==> config.mk <==
export PLATFORM = sky130hd
export DESIGN_NAME = arlc_result_alu
export DESIGN_NICKNAME = d
export VERILOG_FILES = /design/src/hdl/arlc_pkg.sv /design/src/hdl/arlc_result_alu.sv /design/src/hdl/arlc_regfile.sv /design/src/hdl/arlc_limit_cmp.sv
export SDC_FILE = /design/constraint.sdc
export NUM_CORES = 1
export LEC_CHECK = 0
export ABC_AREA = 1
export BUFFER_PORTS_ARGS = -buffer_cell sky130_fd_sc_hd__buf_2
export CORE_ASPECT_RATIO = 2
export CORE_MARGIN = 10
export CORE_UTILIZATION = 55
export DETAILED_ROUTE_END_ITERATION = 12
export PLACE_DENSITY = 0.76
export SETUP_SLACK_MARGIN = 0.05
export SLEW_MARGIN = 20
export SYNTH_ARGS = -nofsm -noshare
export SYNTH_HDL_FRONTEND = slang
export SYNTH_HIERARCHICAL = 1
export SYNTH_SLANG_ARGS = --single-unit
==> constraint.sdc <==
create_clock -name ref_clk -period 3.5 [get_ports ref_clk]
set_input_delay 0.7 -clock ref_clk [delete_from_list [all_inputs] [get_ports ref_clk]]
set_output_delay 0.7 -clock ref_clk [all_outputs]
set_load 0.01 [all_outputs]
==> src/hdl/arlc_pkg.sv <==
`default_nettype none
package arlc_pkg;

	// ------------------------------------------------------------
	// register offsets
	// ------------------------------------------------------------
	localparam logic [7:0] ARLC_UPPER_THRESHOLD_HIGH = 8'h63;
	localparam logic [7:0] ARLC_UPPER_THRESHOLD_LOW  = 8'h64;
	localparam logic [7:0] ARLC_LOWER_THRESHOLD_HIGH = 8'h65;
	localparam logic [7:0] ARLC_LOWER_THRESHOLD_LOW  = 8'h66;
	localparam logic [7:0] ARLC_SAMPLE_TOTAL_HIGH    = 8'h94;
	localparam logic [7:0] ARLC_SAMPLE_TOTAL_LOW     = 8'h95;
	localparam logic [7:0] ARLC_LARGEST_SAMPLE_HIGH  = 8'h96;
	localparam logic [7:0] ARLC_LARGEST_SAMPLE_LOW   = 8'h97;
	localparam logic [7:0] ARLC_SMALLEST_SAMPLE_HIGH = 8'h98;
	localparam logic [7:0] ARLC_SMALLEST_SAMPLE_LOW  = 8'h99;
	localparam logic [7:0] ARLC_CONVERTER_CYCLE_STATUS = 8'h9a;

	// ------------------------------------------------------------
	// status field positions
	// ------------------------------------------------------------
	localparam int ARLC_ST_DONE  = 7;
	localparam int ARLC_ST_ERR   = 6;
	localparam int ARLC_ST_UPPER = 5;
	localparam int ARLC_ST_LOWER = 4;
	localparam int ARLC_ST_PIN4  = 1;
	localparam int ARLC_ST_PIN2  = 0;

	// ------------------------------------------------------------
	// widths and reset values
	// ------------------------------------------------------------
	localparam int ARLC_SAMPLE_W = 10;
	localparam int ARLC_SUM_W    = 16;
	localparam int ARLC_THR_W    = 12;
	localparam logic [11:0] ARLC_UPPER_RST   = 12'hfff;
	localparam logic [11:0] ARLC_LOWER_RST   = 12'h000;
	localparam logic [9:0]  ARLC_MIN_INIT    = 10'h3ff;
	localparam logic [9:0]  ARLC_MAX_INIT    = 10'h000;
	localparam logic [7:0]  ARLC_STATUS_RST  = 8'h80;

	// ------------------------------------------------------------
	// sample-count selection codes
	// ------------------------------------------------------------
	localparam logic [1:0] ARLC_CNT_SINGLE = 2'b00;
	localparam logic [1:0] ARLC_CNT_16     = 2'b01;
	localparam logic [1:0] ARLC_CNT_32     = 2'b10;
	localparam logic [1:0] ARLC_CNT_64     = 2'b11;

	typedef enum logic [1:0] {
		ARLC_CMP_NONE,
		ARLC_CMP_SAMPLE,
		ARLC_CMP_AVERAGE
	} arlc_cmp_e;

endpackage
`default_nettype wire

==> src/hdl/arlc_result_alu.sv <==
`timescale 1ns/1ps
`default_nettype none
module arlc_result_alu
	import arlc_pkg::*;
(
	input  wire logic        ref_clk,
	input  wire logic        rst_n,
	input  wire logic [7:0]  reg_addr,
	input  wire logic        reg_wr,
	input  wire logic        reg_rd,
	input  wire logic [7:0]  reg_wdata,
	output logic      [7:0]  reg_rdata,
	input  wire logic        converter_enable_bit,
	input  wire logic        repeat_mode,
	input  wire logic [1:0]  sample_count_sel,
	input  wire logic        cycle_start,
	input  wire logic        sample_valid,
	input  wire logic [9:0]  sample_data,
	input  wire logic        cycle_end,
	input  wire logic        conversion_error,
	input  wire logic        trigger_pin4,
	input  wire logic        trigger_pin2,
	output logic             restart_cycle,
	output logic             converter_irq_summary,
	output logic             limit_irq
);

	// ------------------------------------------------------------
	// pin synchronisers
	// ------------------------------------------------------------
	logic [1:0] pin_meta_r;
	logic [1:0] pin_sync_r;

	always_ff @(posedge ref_clk) begin
		if (!rst_n) begin
			pin_meta_r <= 2'h0;
			pin_sync_r <= 2'h0;
		end else begin
			pin_meta_r <= {trigger_pin4, trigger_pin2};
			pin_sync_r <= pin_meta_r;
		end
	end

	// ------------------------------------------------------------
	// thresholds
	// ------------------------------------------------------------
	logic [11:0] upper_threshold;
	logic [11:0] lower_threshold;

	arlc_regfile u_regfile (
		.ref_clk         (ref_clk),
		.rst_n           (rst_n),
		.wr_en           (reg_wr),
		.addr            (reg_addr),
		.wdata           (reg_wdata),
		.upper_threshold (upper_threshold),
		.lower_threshold (lower_threshold)
	);

	// ------------------------------------------------------------
	// compare mode and value
	// ------------------------------------------------------------
	arlc_cmp_e   cmp_mode;
	logic [11:0] average;
	logic [11:0] cmp_value;
	logic        cmp_fire;
	logic        over_upper;
	logic        under_lower;
	logic [15:0] sum_r;
	logic [15:0] sum_nxt;
	logic [9:0]  max_r;
	logic [9:0]  max_nxt;
	logic [9:0]  min_r;
	logic [9:0]  min_nxt;

	function automatic logic [11:0] arlc_shift_avg(input logic [15:0] s,
		input logic [1:0] sel);
		logic [15:0] sh;
		sh = s;
		unique case (sel)
		ARLC_CNT_16: sh = s >> 2;
		ARLC_CNT_32: sh = s >> 3;
		ARLC_CNT_64: sh = s >> 4;
		ARLC_CNT_SINGLE: sh = s;
		endcase
		return sh[11:0];
	endfunction

	always_comb begin
		if (!repeat_mode)
			cmp_mode = ARLC_CMP_NONE;
		else if (sample_count_sel == ARLC_CNT_SINGLE)
			cmp_mode = ARLC_CMP_SAMPLE;
		else
			cmp_mode = ARLC_CMP_AVERAGE;
	end

	assign average = arlc_shift_avg(sum_r, sample_count_sel);

	always_comb begin
		unique case (cmp_mode)
		ARLC_CMP_SAMPLE: begin
			cmp_value = {2'b00, sample_data};
			cmp_fire  = sample_valid && !cycle_start;
		end
		ARLC_CMP_AVERAGE: begin
			cmp_value = average;
			cmp_fire  = cycle_end;
		end
		default: begin
			cmp_value = 12'h000;
			cmp_fire  = 1'b0;
		end
		endcase
	end

	arlc_limit_cmp u_cmp (
		.value           (cmp_value),
		.upper_threshold (upper_threshold),
		.lower_threshold (lower_threshold),
		.over_upper      (over_upper),
		.under_lower     (under_lower)
	);

	// ------------------------------------------------------------
	// accumulator and min/max trackers
	// ------------------------------------------------------------
	always_comb begin
		sum_nxt = sum_r;
		max_nxt = max_r;
		min_nxt = min_r;
		if (cycle_start) begin
			sum_nxt = 16'h0000;
			max_nxt = ARLC_MAX_INIT;
			min_nxt = ARLC_MIN_INIT;
		end else if (sample_valid) begin
			sum_nxt = sum_r + {6'h00, sample_data};
			if (sample_data > max_r)
				max_nxt = sample_data;
			if (sample_data < min_r)
				min_nxt = sample_data;
		end
	end

	always_ff @(posedge ref_clk) begin
		if (!rst_n) begin
			sum_r <= 16'h0000;
			max_r <= ARLC_MAX_INIT;
			min_r <= ARLC_MIN_INIT;
		end else begin
			sum_r <= sum_nxt;
			max_r <= max_nxt;
			min_r <= min_nxt;
		end
	end

	// ------------------------------------------------------------
	// status flags and irq summary
	// ------------------------------------------------------------
	logic       done_r;
	logic       done_nxt;
	logic       err_r;
	logic       err_nxt;
	logic       upper_flt_r;
	logic       upper_flt_nxt;
	logic       lower_flt_r;
	logic       lower_flt_nxt;
	logic [1:0] pin_cap_r;
	logic [1:0] pin_cap_nxt;
	logic       irq_r;
	logic       irq_nxt;
	logic       status_read;
	logic       hit_upper;
	logic       hit_lower;

	assign status_read = reg_rd && (reg_addr == ARLC_CONVERTER_CYCLE_STATUS);
	assign hit_upper   = cmp_fire && over_upper;
	assign hit_lower   = cmp_fire && under_lower;

	always_comb begin
		done_nxt      = done_r;
		err_nxt       = err_r;
		upper_flt_nxt = upper_flt_r;
		lower_flt_nxt = lower_flt_r;
		pin_cap_nxt   = pin_cap_r;
		irq_nxt       = irq_r;
		if (cycle_start) begin
			done_nxt      = 1'b0;
			err_nxt       = 1'b0;
			upper_flt_nxt = 1'b0;
			lower_flt_nxt = 1'b0;
		end
		if (conversion_error)
			err_nxt = 1'b1;
		if (cycle_end) begin
			done_nxt    = 1'b1;
			pin_cap_nxt = pin_sync_r;
		end
		if (status_read)
			irq_nxt = 1'b0;
		if (hit_upper) begin
			upper_flt_nxt = 1'b1;
			irq_nxt       = 1'b1;
		end
		if (hit_lower) begin
			lower_flt_nxt = 1'b1;
			irq_nxt       = 1'b1;
		end
		if (cycle_end || conversion_error)
			irq_nxt = 1'b1;
	end

	always_ff @(posedge ref_clk) begin
		if (!rst_n) begin
			done_r      <= ARLC_STATUS_RST[ARLC_ST_DONE];
			err_r       <= 1'b0;
			upper_flt_r <= 1'b0;
			lower_flt_r <= 1'b0;
			pin_cap_r   <= 2'h0;
			irq_r       <= 1'b0;
		end else begin
			done_r      <= done_nxt;
			err_r       <= err_nxt;
			upper_flt_r <= upper_flt_nxt;
			lower_flt_r <= lower_flt_nxt;
			pin_cap_r   <= pin_cap_nxt;
			irq_r       <= irq_nxt;
		end
	end

	assign converter_irq_summary = irq_r;
	assign limit_irq             = upper_flt_r || lower_flt_r;

	// repeat until fault or converter disabled
	assign restart_cycle = cycle_end && repeat_mode && converter_enable_bit
		&& !hit_upper && !hit_lower && !upper_flt_r && !lower_flt_r;

	// ------------------------------------------------------------
	// read data
	// ------------------------------------------------------------
	logic [7:0] status_byte;
	logic [7:0] rdata_r;
	logic [7:0] rdata_nxt;

	always_comb begin
		status_byte = 8'h00;
		status_byte[ARLC_ST_DONE]  = done_r;
		status_byte[ARLC_ST_ERR]   = err_r;
		status_byte[ARLC_ST_UPPER] = upper_flt_r;
		status_byte[ARLC_ST_LOWER] = lower_flt_r;
		status_byte[ARLC_ST_PIN4]  = pin_cap_r[1];
		status_byte[ARLC_ST_PIN2]  = pin_cap_r[0];
	end

	always_comb begin
		rdata_nxt = rdata_r;
		if (reg_rd) begin
			unique case (reg_addr)
			ARLC_UPPER_THRESHOLD_HIGH: rdata_nxt = {4'h0, upper_threshold[11:8]};
			ARLC_UPPER_THRESHOLD_LOW:  rdata_nxt = upper_threshold[7:0];
			ARLC_LOWER_THRESHOLD_HIGH: rdata_nxt = {4'h0, lower_threshold[11:8]};
			ARLC_LOWER_THRESHOLD_LOW:  rdata_nxt = lower_threshold[7:0];
			ARLC_SAMPLE_TOTAL_HIGH:    rdata_nxt = sum_r[15:8];
			ARLC_SAMPLE_TOTAL_LOW:     rdata_nxt = sum_r[7:0];
			ARLC_LARGEST_SAMPLE_HIGH:  rdata_nxt = {6'h00, max_r[9:8]};
			ARLC_LARGEST_SAMPLE_LOW:   rdata_nxt = max_r[7:0];
			ARLC_SMALLEST_SAMPLE_HIGH: rdata_nxt = {6'h00, min_r[9:8]};
			ARLC_SMALLEST_SAMPLE_LOW:  rdata_nxt = min_r[7:0];
			ARLC_CONVERTER_CYCLE_STATUS: rdata_nxt = status_byte;
			default:                   rdata_nxt = 8'h00;
			endcase
		end
	end

	always_ff @(posedge ref_clk) begin
		if (!rst_n)
			rdata_r <= 8'h00;
		else
			rdata_r <= rdata_nxt;
	end

	assign reg_rdata = rdata_r;

endmodule // arlc_result_alu
`default_nettype wire

==> src/hdl/arlc_regfile.sv <==
`timescale 1ns/1ps
`default_nettype none
module arlc_regfile
	import arlc_pkg::*;
(
	input  wire logic        ref_clk,
	input  wire logic        rst_n,
	input  wire logic        wr_en,
	input  wire logic [7:0]  addr,
	input  wire logic [7:0]  wdata,
	output logic      [11:0] upper_threshold,
	output logic      [11:0] lower_threshold
);

	// ------------------------------------------------------------
	// threshold registers
	// ------------------------------------------------------------
	logic [11:0] upper_r;
	logic [11:0] upper_nxt;
	logic [11:0] lower_r;
	logic [11:0] lower_nxt;

	always_comb begin
		upper_nxt = upper_r;
		lower_nxt = lower_r;
		if (wr_en) begin
			unique case (addr)
			ARLC_UPPER_THRESHOLD_HIGH: upper_nxt[11:8] = wdata[3:0];
			ARLC_UPPER_THRESHOLD_LOW:  upper_nxt[7:0]  = wdata;
			ARLC_LOWER_THRESHOLD_HIGH: lower_nxt[11:8] = wdata[3:0];
			ARLC_LOWER_THRESHOLD_LOW:  lower_nxt[7:0]  = wdata;
			default: ;
			endcase
		end
	end

	always_ff @(posedge ref_clk) begin
		if (!rst_n) begin
			upper_r <= ARLC_UPPER_RST;
			lower_r <= ARLC_LOWER_RST;
		end else begin
			upper_r <= upper_nxt;
			lower_r <= lower_nxt;
		end
	end

	assign upper_threshold = upper_r;
	assign lower_threshold = lower_r;

endmodule // arlc_regfile
`default_nettype wire

==> src/hdl/arlc_limit_cmp.sv <==
`timescale 1ns/1ps
`default_nettype none
module arlc_limit_cmp
	import arlc_pkg::*;
(
	input  wire logic [11:0] value,
	input  wire logic [11:0] upper_threshold,
	input  wire logic [11:0] lower_threshold,
	output logic             over_upper,
	output logic             under_lower
);

	// ------------------------------------------------------------
	// strict compare: 0x000 / 0xfff never fault
	// ------------------------------------------------------------
	assign over_upper  = value > upper_threshold;
	assign under_lower = value < lower_threshold;

endmodule // arlc_limit_cmp
`default_nettype wire

## After elaboration in Yosys (flattened, before gate mapping)

Index checks and enable logic that the tools add are counted.

- Bitwise gates (word level): 1
- $lt $le $gt $ge: 4
- Equal/unequal tests: 16
- Reduce and logical (&&, ||, !) cells: 30
- Muxes and demuxes: 14
- Add/subtract/negate cells: 1

Operators by type and width:

| operator | number |
|---|---|
| 8-bit case mux with 11 select lines | 1 |
| 8-bit == test (second input constant) | 7 |
| 12-bit case mux with 4 select lines | 1 |
| 8-bit by 7-bit == test with 1-bit output (second input constant) | 4 |
| 12-bit case mux with 2 select lines | 1 |
| 16-bit by 10-bit adder with 16-bit output | 1 |
| 12-bit > comparator | 1 |
| 12-bit < comparator | 1 |
| 2-bit AND reduction | 6 |
| 10-bit > comparator | 1 |
| 1-bit logical AND | 10 |
| 10-bit < comparator | 1 |
| 1-bit two-way mux | 8 |
| 2-bit == test (second input constant) | 3 |
| 2-bit nonzero test | 3 |
| 1-bit zero test | 5 |
| 2-bit by 1-bit == test with 1-bit output (second input constant) | 2 |
| 2-bit two-way mux | 2 |
| 4-bit nonzero test | 1 |
| 2-bit OR reduction | 2 |
| 2-bit zero test | 1 |
| 1-bit logical OR | 2 |
| 1-bit case mux with 2 select lines | 1 |
| 1-bit inverter | 1 |

- Output and inout port bits: 11
- Register bits after elaboration: 79

## Depth between registers and ports, before layout

Gate-level depths: netlist of run 1.

- Depth after elaboration: 12
- Gate-level depth with buffers: 20
- Gate-level depth less buffers: 18

## Hierarchy

The synthesis of run 1 kept the hierarchy.

Modules (own cells, without submodules):

| module | cells each | area each (µm²) | times used |
|---|---|---|---|
| arlc_result_alu | 670 | 4204.0 | 1 |
| arlc_regfile | 161 | 1086.0 | 1 |
| arlc_limit_cmp | 106 | 646.9 | 1 |

## Least setup slack after synthesis of run 1

No wires, ideal clock.

- Path type: input to output
- From: input sample_count_sel[1]
- To: output restart_cycle
- Setup slack: 0.245 ns
- Stages on the path: 17
- Buffers on the path: 1
- Arrival time: 2.555 ns
- Path through: buf_2 > nand2_1 > inv_1 > a221oi_1 > o21ai_0 > ha_1 > nand2_2 > inv_1 > nand2_1 > nand2_1 > nand2_1 > nand2_1 > nor2_1 > nor2_1 > o21ai_1 > nand3_1 > inv_1

- Word-level cells in the longest chain between the ends: 12

RTL lines:

| what | RTL line | text |
|---|---|---|
| start, declared | arlc_result_alu.sv:15 | `input wire logic [1:0] sample_count_sel,` |
| 2-bit zero test | arlc_result_alu.sv:80, arlc_result_alu.sv:92 |  |
| 2-bit two-way mux | arlc_result_alu.sv:92 | `else if (sample_count_sel == ARLC_CNT_SINGLE)` |
| 2-bit two-way mux | arlc_result_alu.sv:90 | `if (!repeat_mode)` |
| 2-bit == test / 2-bit by 1-bit == test with 1-bit output (equally long branches) | arlc_result_alu.sv:101 | `unique case (cmp_mode)` |
| 12-bit case mux with 2 select lines (*) | arlc_result_alu.sv:101 |  |
| named net cmp_value[7] | arlc_result_alu.sv:65 | `logic [11:0] cmp_value;` |
| 12-bit > comparator (*) | arlc_limit_cmp.sv:16 | `assign over_upper = value > upper_threshold;` |
| named net over_upper | arlc_result_alu.sv:67 | `logic over_upper;` |
| 1-bit logical AND (*) | arlc_result_alu.sv:177 | `assign hit_upper = cmp_fire && over_upper;` |
| 1-bit zero test (*) | arlc_result_alu.sv:236 | `&& !hit_upper && !hit_lower && !upper_flt_r && !lower_flt_r;` |
| 1-bit logical AND (*) (4 in a row) | arlc_result_alu.sv:236 |  |
| end, declared | arlc_result_alu.sv:23 | `output logic restart_cycle,` |

The timed path passes the listed nets; every way through them passes the cells marked *.

## Final worst setup path of run 1

Ends and elaborated chain as after synthesis.

==> results of run 1 <==
final cells by class:
| class | count | area share |
|---|---|---|
| clock inverter | 6 | 0.0130 |
| multi-input combinational | 685 | 0.532 |
| sequential | 79 | 0.221 |
| clock buffer | 10 | 0.0321 |
| tap | 137 | 0.0240 |
| inverter | 145 | 0.0776 |
| timing repair buffer | 102 | 0.0997 |
worst paths after layout:
path | start | to | depth (start not counted)
min | pin_meta_r[0]$_SDFF_PN0_ | pin_sync_r[0]$_SDFF_PN0_ | 2
min reg2reg | pin_meta_r[0]$_SDFF_PN0_ | pin_sync_r[0]$_SDFF_PN0_ | 2
max reg2reg | sum_r[14]$_SDFFE_PP0P_ | upper_flt_r$_SDFFE_PN0P_ | 24
max | sample_count_sel[1] | restart_cycle | 17
stage by stage:
step           TNS [ns]  instances  instance area, µm²
6_report              0       1164                7140
3_3_place_gp     -0.232       1137                6510
4_1_cts        -0.00598       1164                7050
3_5_place_dp     -0.280       1137                6510
5_1_grt          -0.110       1164                7140
2_1_floorplan         0        937                5940
power groups by stage:
stage	clock network, mW	logic, mW	registers (mW)
3_5_place_dp	0	0.403	0.959
3_3_place_gp	0	0.398	0.958
4_1_cts	1.02	0.436	0.939
5_1_grt	1.06	0.502	0.941
6_report	1.02	0.449	0.939
2_1_floorplan	0	0.255	0.955
cells in the mapped netlist, types with 9 or more instances:
library cell	number	area (µm²)
nand4_1	28	175
inv_1	135	507
o21ai_0	43	215
nand2_1	220	826
a21oi_1	55	275
nor2_1	100	375
nand3_1	118	591
inv_2	9	33.8
ha_1	52	651
buf_2	10	50.1
dfxtp_1	79	1580
nor2_2	9	56.3
repair_timing:
| action | in CTS | in global routing |
|---|---|---|
| buffers inserted | 11 | 0 |
| pin swaps | 31 | 14 |
| cloned | 0 | 0 |
| gates resized for setup | 53 | 30 |
| setup endpoints to repair | 1 | 2 |
registers in the layout (all words and copies together) (netlist names):
| register | count |
|---|---|
| upper_flt_r | 1 |
| u_regfile/lower_threshold | 12 |
| pin_sync_r | 2 |
| sum_r | 16 |
| pin_cap_r | 2 |
| pin_meta_r | 2 |
| reg_rdata | 8 |
| min_r | 10 |
| done_r | 1 |
| max_r | 10 |
| lower_flt_r | 1 |
| u_regfile/upper_threshold | 12 |
| err_r | 1 |
| converter_irq_summary | 1 |
logic make-up (layout without fill, tap and decap cells):
logic type | Yosys count | in the layout | share of synthesized area
adders and majority gates | 53 | 53 | 0.113
xor gates and xnor gates | 5 | 5 | 0.00738
and+or+nand+nor | 495 | 495 | 0.365
DFF | 79 | 79 | 0.266
AOI/OAI and AO/OA | 132 | 132 | 0.127
buffers and inverters | 173 | 263 | 0.121
worst reg2reg max path, stage by stage, from the launching register on:
cell,delay (ns)
dfxtp_1,0.33
inv_1,0.22
o22ai_1,0.15
a211oi_2,0.28
a211oi_2,0.08
buf_4,0.14
ha_1,0.29
nand2_2,0.10
a21oi_1,0.05
nor2_1,0.08
nand2_1,0.07
nor2_1,0.10
nor2_1,0.06
buf_4,0.13
buf_6,0.11
buf_4,0.12
buf_4,0.12
buf_4,0.12
buf_6,0.10
buf_6,0.10
buf_6,0.10
buf_6,0.10
buf_6,0.11
nand3_4,0.08
o21ai_1,0.07
per-layer routing:
| layer | vias to the layer above | share of wire | wire length [µm] | track usage |
|---|---|---|---|---|
| met5 | - | 0 | 0 | 0 |
| met4 | 0 | 0.086 | 1650 | 0.214 |
| met3 | 73 | 0.040 | 771 | 0.0288 |
| met2 | 211 | 0.52 | 9960 | 0.438 |
| met1 | 2977 | 0.36 | 6890 | 0.244 |
| li1 | 3237 | - | - | - |
==> results_dict.tcl, run 1 <==
set metrics [dict create \
    status "finished, final reports clean" \
    clock-sinks 79 \
    ant_nets 0 \
    place.gp.congestion 0.966 \
    multiInputGateArea_mm2 0.00380 \
    grt_pass1_vias 6446 \
    yosysWarnings 6 \
    synthFlopType "dfxtp_1" \
    die_w_um 93.5 \
    cp_common_cell "nor2_1" \
    crit_arrival_ns 2.79 \
    p_switching_uw 693 \
    dr.pass1.iters 5 \
    ys_types 42 \
    final_nets 1115 \
    place_ws_ns -0.280 \
    cts_root_buffer "clkbuf_16" \
    worstMarginPinSlew_ns 0.787 \
    drive_gt1_frac 0.182 \
    initial_utilization 0.563 \
    syn-num-nets 1030 \
    num_rows 53 \
    antenna_found_initial 0 \
    fmax_ghz 0.287 \
    skew_ns 0.0110 \
    slowest_delay_ns 0.32 \
    post-route-period-util 0.997 \
    htree_levels 3 \
    synth_seq_area_share 0.266 \
    setup_violations 0 \
    vias 6498 \
    r2r_slack_ns 0.19 \
    wl_um 19300 \
    nFillCells 970 \
    clockBufferDepth 2 \
    rsz0062_at_grt "true" \
    crit_fanout 6 \
    avgRoutedWirePerCell_um 16.6 \
    core_mm2 0.0105 \
    finalCriticalPeriod_ns 3.49 \
    post-dp-hpwl_um 15200 \
    max_slew_margin 0.475 \
    crit_type "input port to primary output" \
    p_int_mw 1.72 \
    min_path_type "flip-flop to flip-flop" \
    syn_inst 937 \
    cts_buffers 9 \
    path_cells "buf_12 -> buf_6 -> inv_6 -> buf_6 -> o21ai_0 -> a311oi_2 -> ha_1 -> a21o_1 -> nor2_1 -> nand2_1 -> nor2_1 -> nor2_1 -> o21ai_1 -> buf_4 -> nand3_2 -> inv_1 -> buf_2" \
    utilization 0.677 \
    hold_viol_final 0 \
    finalPower_mw 2.41 \
    async_reset_ff_frac 0 \
    critPathBufInv 7 \
    port_buffers 50 \
    worstPathRequired_ns 2.80 \
    drc_errors 0 \
    grt_util_all_layers 0.248 \
    clock_power_share 0.424 \
    power_frac_seq 0.390 \
    synth-seq-cells 79 \
    diodes 0 \
    via_per_inst 5.58 \
    syn-cell-area_mm2 0.00594 \
    fin_hold_ws_ns 0.419 \
    cp-start-kind "input port" \
    postCtsHoldBufs 0 \
    power_density_mw_per_mm2 337 \
    dieArea_mm2 0.0156 \
    cts_tree "built" \
    seqCellArea_mm2 0.00158 \
    grt_first_pass_wirelength_um 31000 \
    fp.dieH_um 167 \
    area.growth.synth_to_final_pct 20.3 \
    drt-initial-drc-count 475 \
    drv_cap 0 \
    synth_edf_count 0 \
    clkSlewWorstSetupHoldPaths_ns 0.06 \
    p_sw_frac 0.287 \
    final_common_cell "nand2_1" \
    slowest_stage "a311oi_2" \
    avgSynthCellArea_um2 6.34 \
    grt_max_degree 39 \
    ioPinCount 51 \
    critPathCaptureType "primary output" \
    ir_drop_mv 0.441 \
    p_leak_nw 3.78 \
    final_cell_mix "213 x nand2_1, 131 x inv_1, 115 x nand3_1, 98 x nor2_1, 79 x dfxtp_1" \
    grt_overflow 0 \
    clkLatencyLatePin_ns 0.34 \
    final_max_slew_viol_count 0 \
    crit_family "buffers and inverters" \
    fin_ws_ns 0.0111 \
    comb_power_share 0.186 \
]
(Power assumes the default switching activity.)
==> run 2, diff against run 1 <==
--- a/config.mk
+++ b/config.mk
@@ -11,6 +11,7 @@
 export CORE_MARGIN = 10
 export CORE_UTILIZATION = 55
 export DETAILED_ROUTE_END_ITERATION = 12
+export MAX_ROUTING_LAYER = met4
 export PLACE_DENSITY = 0.76
 export SETUP_SLACK_MARGIN = 0.05
 export SLEW_MARGIN = 20
==> constraint.sdc (replaced) <==
create_clock -name ref_clk -period 4.11 [get_ports ref_clk]
set_input_delay 0.822 -clock ref_clk [delete_from_list [all_inputs] [get_ports ref_clk]]
set_output_delay 0.822 -clock ref_clk [all_outputs]
set_load 0.01 [all_outputs]
==> results_dict.tcl, run 2 (same netlist as run 1, synthesis figures left out) <==
set metrics [dict create \
    hold_viol_final 0 \
    final_max_slew_viol_count 0 \
    crit_arrival_ns 3.07 \
    postLayoutCellArea_mm2 0.00664 \
    place.gp.congestion 0.973 \
    min_path_type "flip-flop to flip-flop" \
    drc_errors 0 \
    cts_buffers 9 \
    grt_overflow 0 \
    critPathCaptureType "primary output" \
    placedCellCount 1111 \
    wl_um 18500 \
    area.growth.synth_to_final_pct 11.9 \
    worstMarginPinSlew_ns 0.767 \
    p_leak_nw 3.53 \
    setup_violations 0 \
    dr.pass1.iters 5 \
    fmax_ghz 0.257 \
    cts_root_buffer "clkbuf_16" \
    final_common_cell "nand2_1" \
    clockBufferDepth 2 \
    finalSetupTns_ns 0 \
    cts_setup_buffers 0 \
    cts_tree "built" \
    clkLatencyLatePin_ns 0.34 \
    status "finished, final reports clean" \
    vias 6146 \
    num_rows 53 \
    avgRoutedWirePerCell_um 16.4 \
    drive_gt1_frac 0.125 \
    finalCriticalPeriod_ns 3.89 \
    grt_first_pass_wirelength_um 29300 \
    rsz0062_at_grt "false" \
    dieArea_mm2 0.0156 \
    ioPinCount 51 \
    ant_nets 0 \
    fin_cells 1127 \
    max_slew_margin 0.488 \
    crit_type "input port to primary output" \
    htree_levels 3 \
    postCtsHoldBufs 0 \
    ir_drop_mv 0.252 \
    top_register "sum_r" \
    final_nets 1078 \
    grt_util_all_layers 0.242 \
    post-dp-hpwl_um 14900 \
    crit_fanout 4 \
    port_buffers 50 \
    placed_cell_area_mm2 0.00630 \
    drt-initial-drc-count 359 \
    diodes 0 \
    grt_pass1_vias 5953 \
    fp.dieH_um 167 \
    cp-start-kind "input port" \
    final_cell_mix "216 x nand2_1, 135 x inv_1, 118 x nand3_1, 99 x nor2_1, 79 x dfxtp_1" \
    initial_utilization 0.563 \
    clock-sinks 79 \
    cts-resized-gates 0 \
    largest_reg_flops 16 \
    drv_cap 0 \
    die_w_um 93.5 \
    core_mm2 0.0105 \
    finalPower_mw 1.95 \
    antenna_found_initial 0 \
    grt_max_degree 39 \
    skew_ns 0.00764 \
    worstPathRequired_ns 3.29 \
    power_density_mw_per_mm2 294 \
    post-route-period-util 0.947 \
    clkSlewWorstSetupHoldPaths_ns 0.06 \
    via_per_inst 5.45 \
]
run 2: cell count changes in the layout (fill, tap and decap cells not counted), sizes merged:
| cell | before | now |
|---|---|---|
| bufinv | 2 | 1 |
| buf | 102 | 65 |
| clkinv | 2 | 5 |
| clkinvlp | 2 | 0 |
run 2: worst paths after layout:
| kind | startpoint | endpoint | slack, ns | depth (start not counted) |
|---|---|---|---|---|
| worst max-delay path | sample_count_sel[0] | restart_cycle | 0.22 | 17 |
| worst min-delay path | pin_meta_r[1]$_SDFF_PN0_ | pin_sync_r[1]$_SDFF_PN0_ | 0.41 | 2 |
| worst max register to register | sum_r[8]$_SDFFE_PP0P_ | converter_irq_summary$_SDFFE_PN0P_ | 1.67 | 16 |
| worst min register to register | pin_meta_r[1]$_SDFF_PN0_ | pin_sync_r[1]$_SDFF_PN0_ | 0.41 | 2 |
run 2: per-stage QoR:
| step | utilization | setup slack [ns] | hold slack, ns |
|---|---|---|---|
| after floorplan | - | 0.611 | 0.390 |
| after CTS | 0.627 | 0.0974 | 0.419 |
| after global routing | 0.630 | 0.0406 | 0.430 |
| final | 0.630 | 0.218 | 0.413 |
| after detailed placement | 0.597 | 0.116 | 0.400 |
| after global placement | 0.597 | 0.127 | 0.399 |
run 2: critical path, cell delays in order:
cell and delay [ns]:
buf_2 0.12, inv_1 0.14, nor2_2 0.07, buf_4 0.14, a221oi_1 0.28, o21ai_1 0.14, ha_1 0.33, a21oi_1 0.17
nand2_1 0.08, nand2_1 0.08, nand2_1 0.06, a21oi_1 0.16, o21ai_1 0.10, buf_4 0.16, nand3_1 0.06, inv_1 0.04
buf_2 0.13
run 2: metal layers:
metal | vias to the layer above | GRT usage | part of all wire
li1 | 3158 | - | -
met1 | 2781 | 0.226 | 0.36
met2 | 146 | 0.436 | 0.53
met3 | 61 | 0.0297 | 0.036
met4 | 0 | 0.173 | 0.074
met5 | - | - | 0
run 2: cell type report:
type | count | area [µm²]
clock buffer | 10 | 239
clock inverter | 6 | 68.8
fill | 1024 | 3900
inverter | 145 | 547
multi-input combinational | 685 | 3670
sequential | 79 | 1580
tap | 137 | 171
timing repair buffer | 65 | 363
run 2: power by group:
group	switching, mW	total [mW]	internal (mW)
logic	0.217	0.327	0.110
registers	0.0188	0.804	0.785
clock network	0.329	0.820	0.491
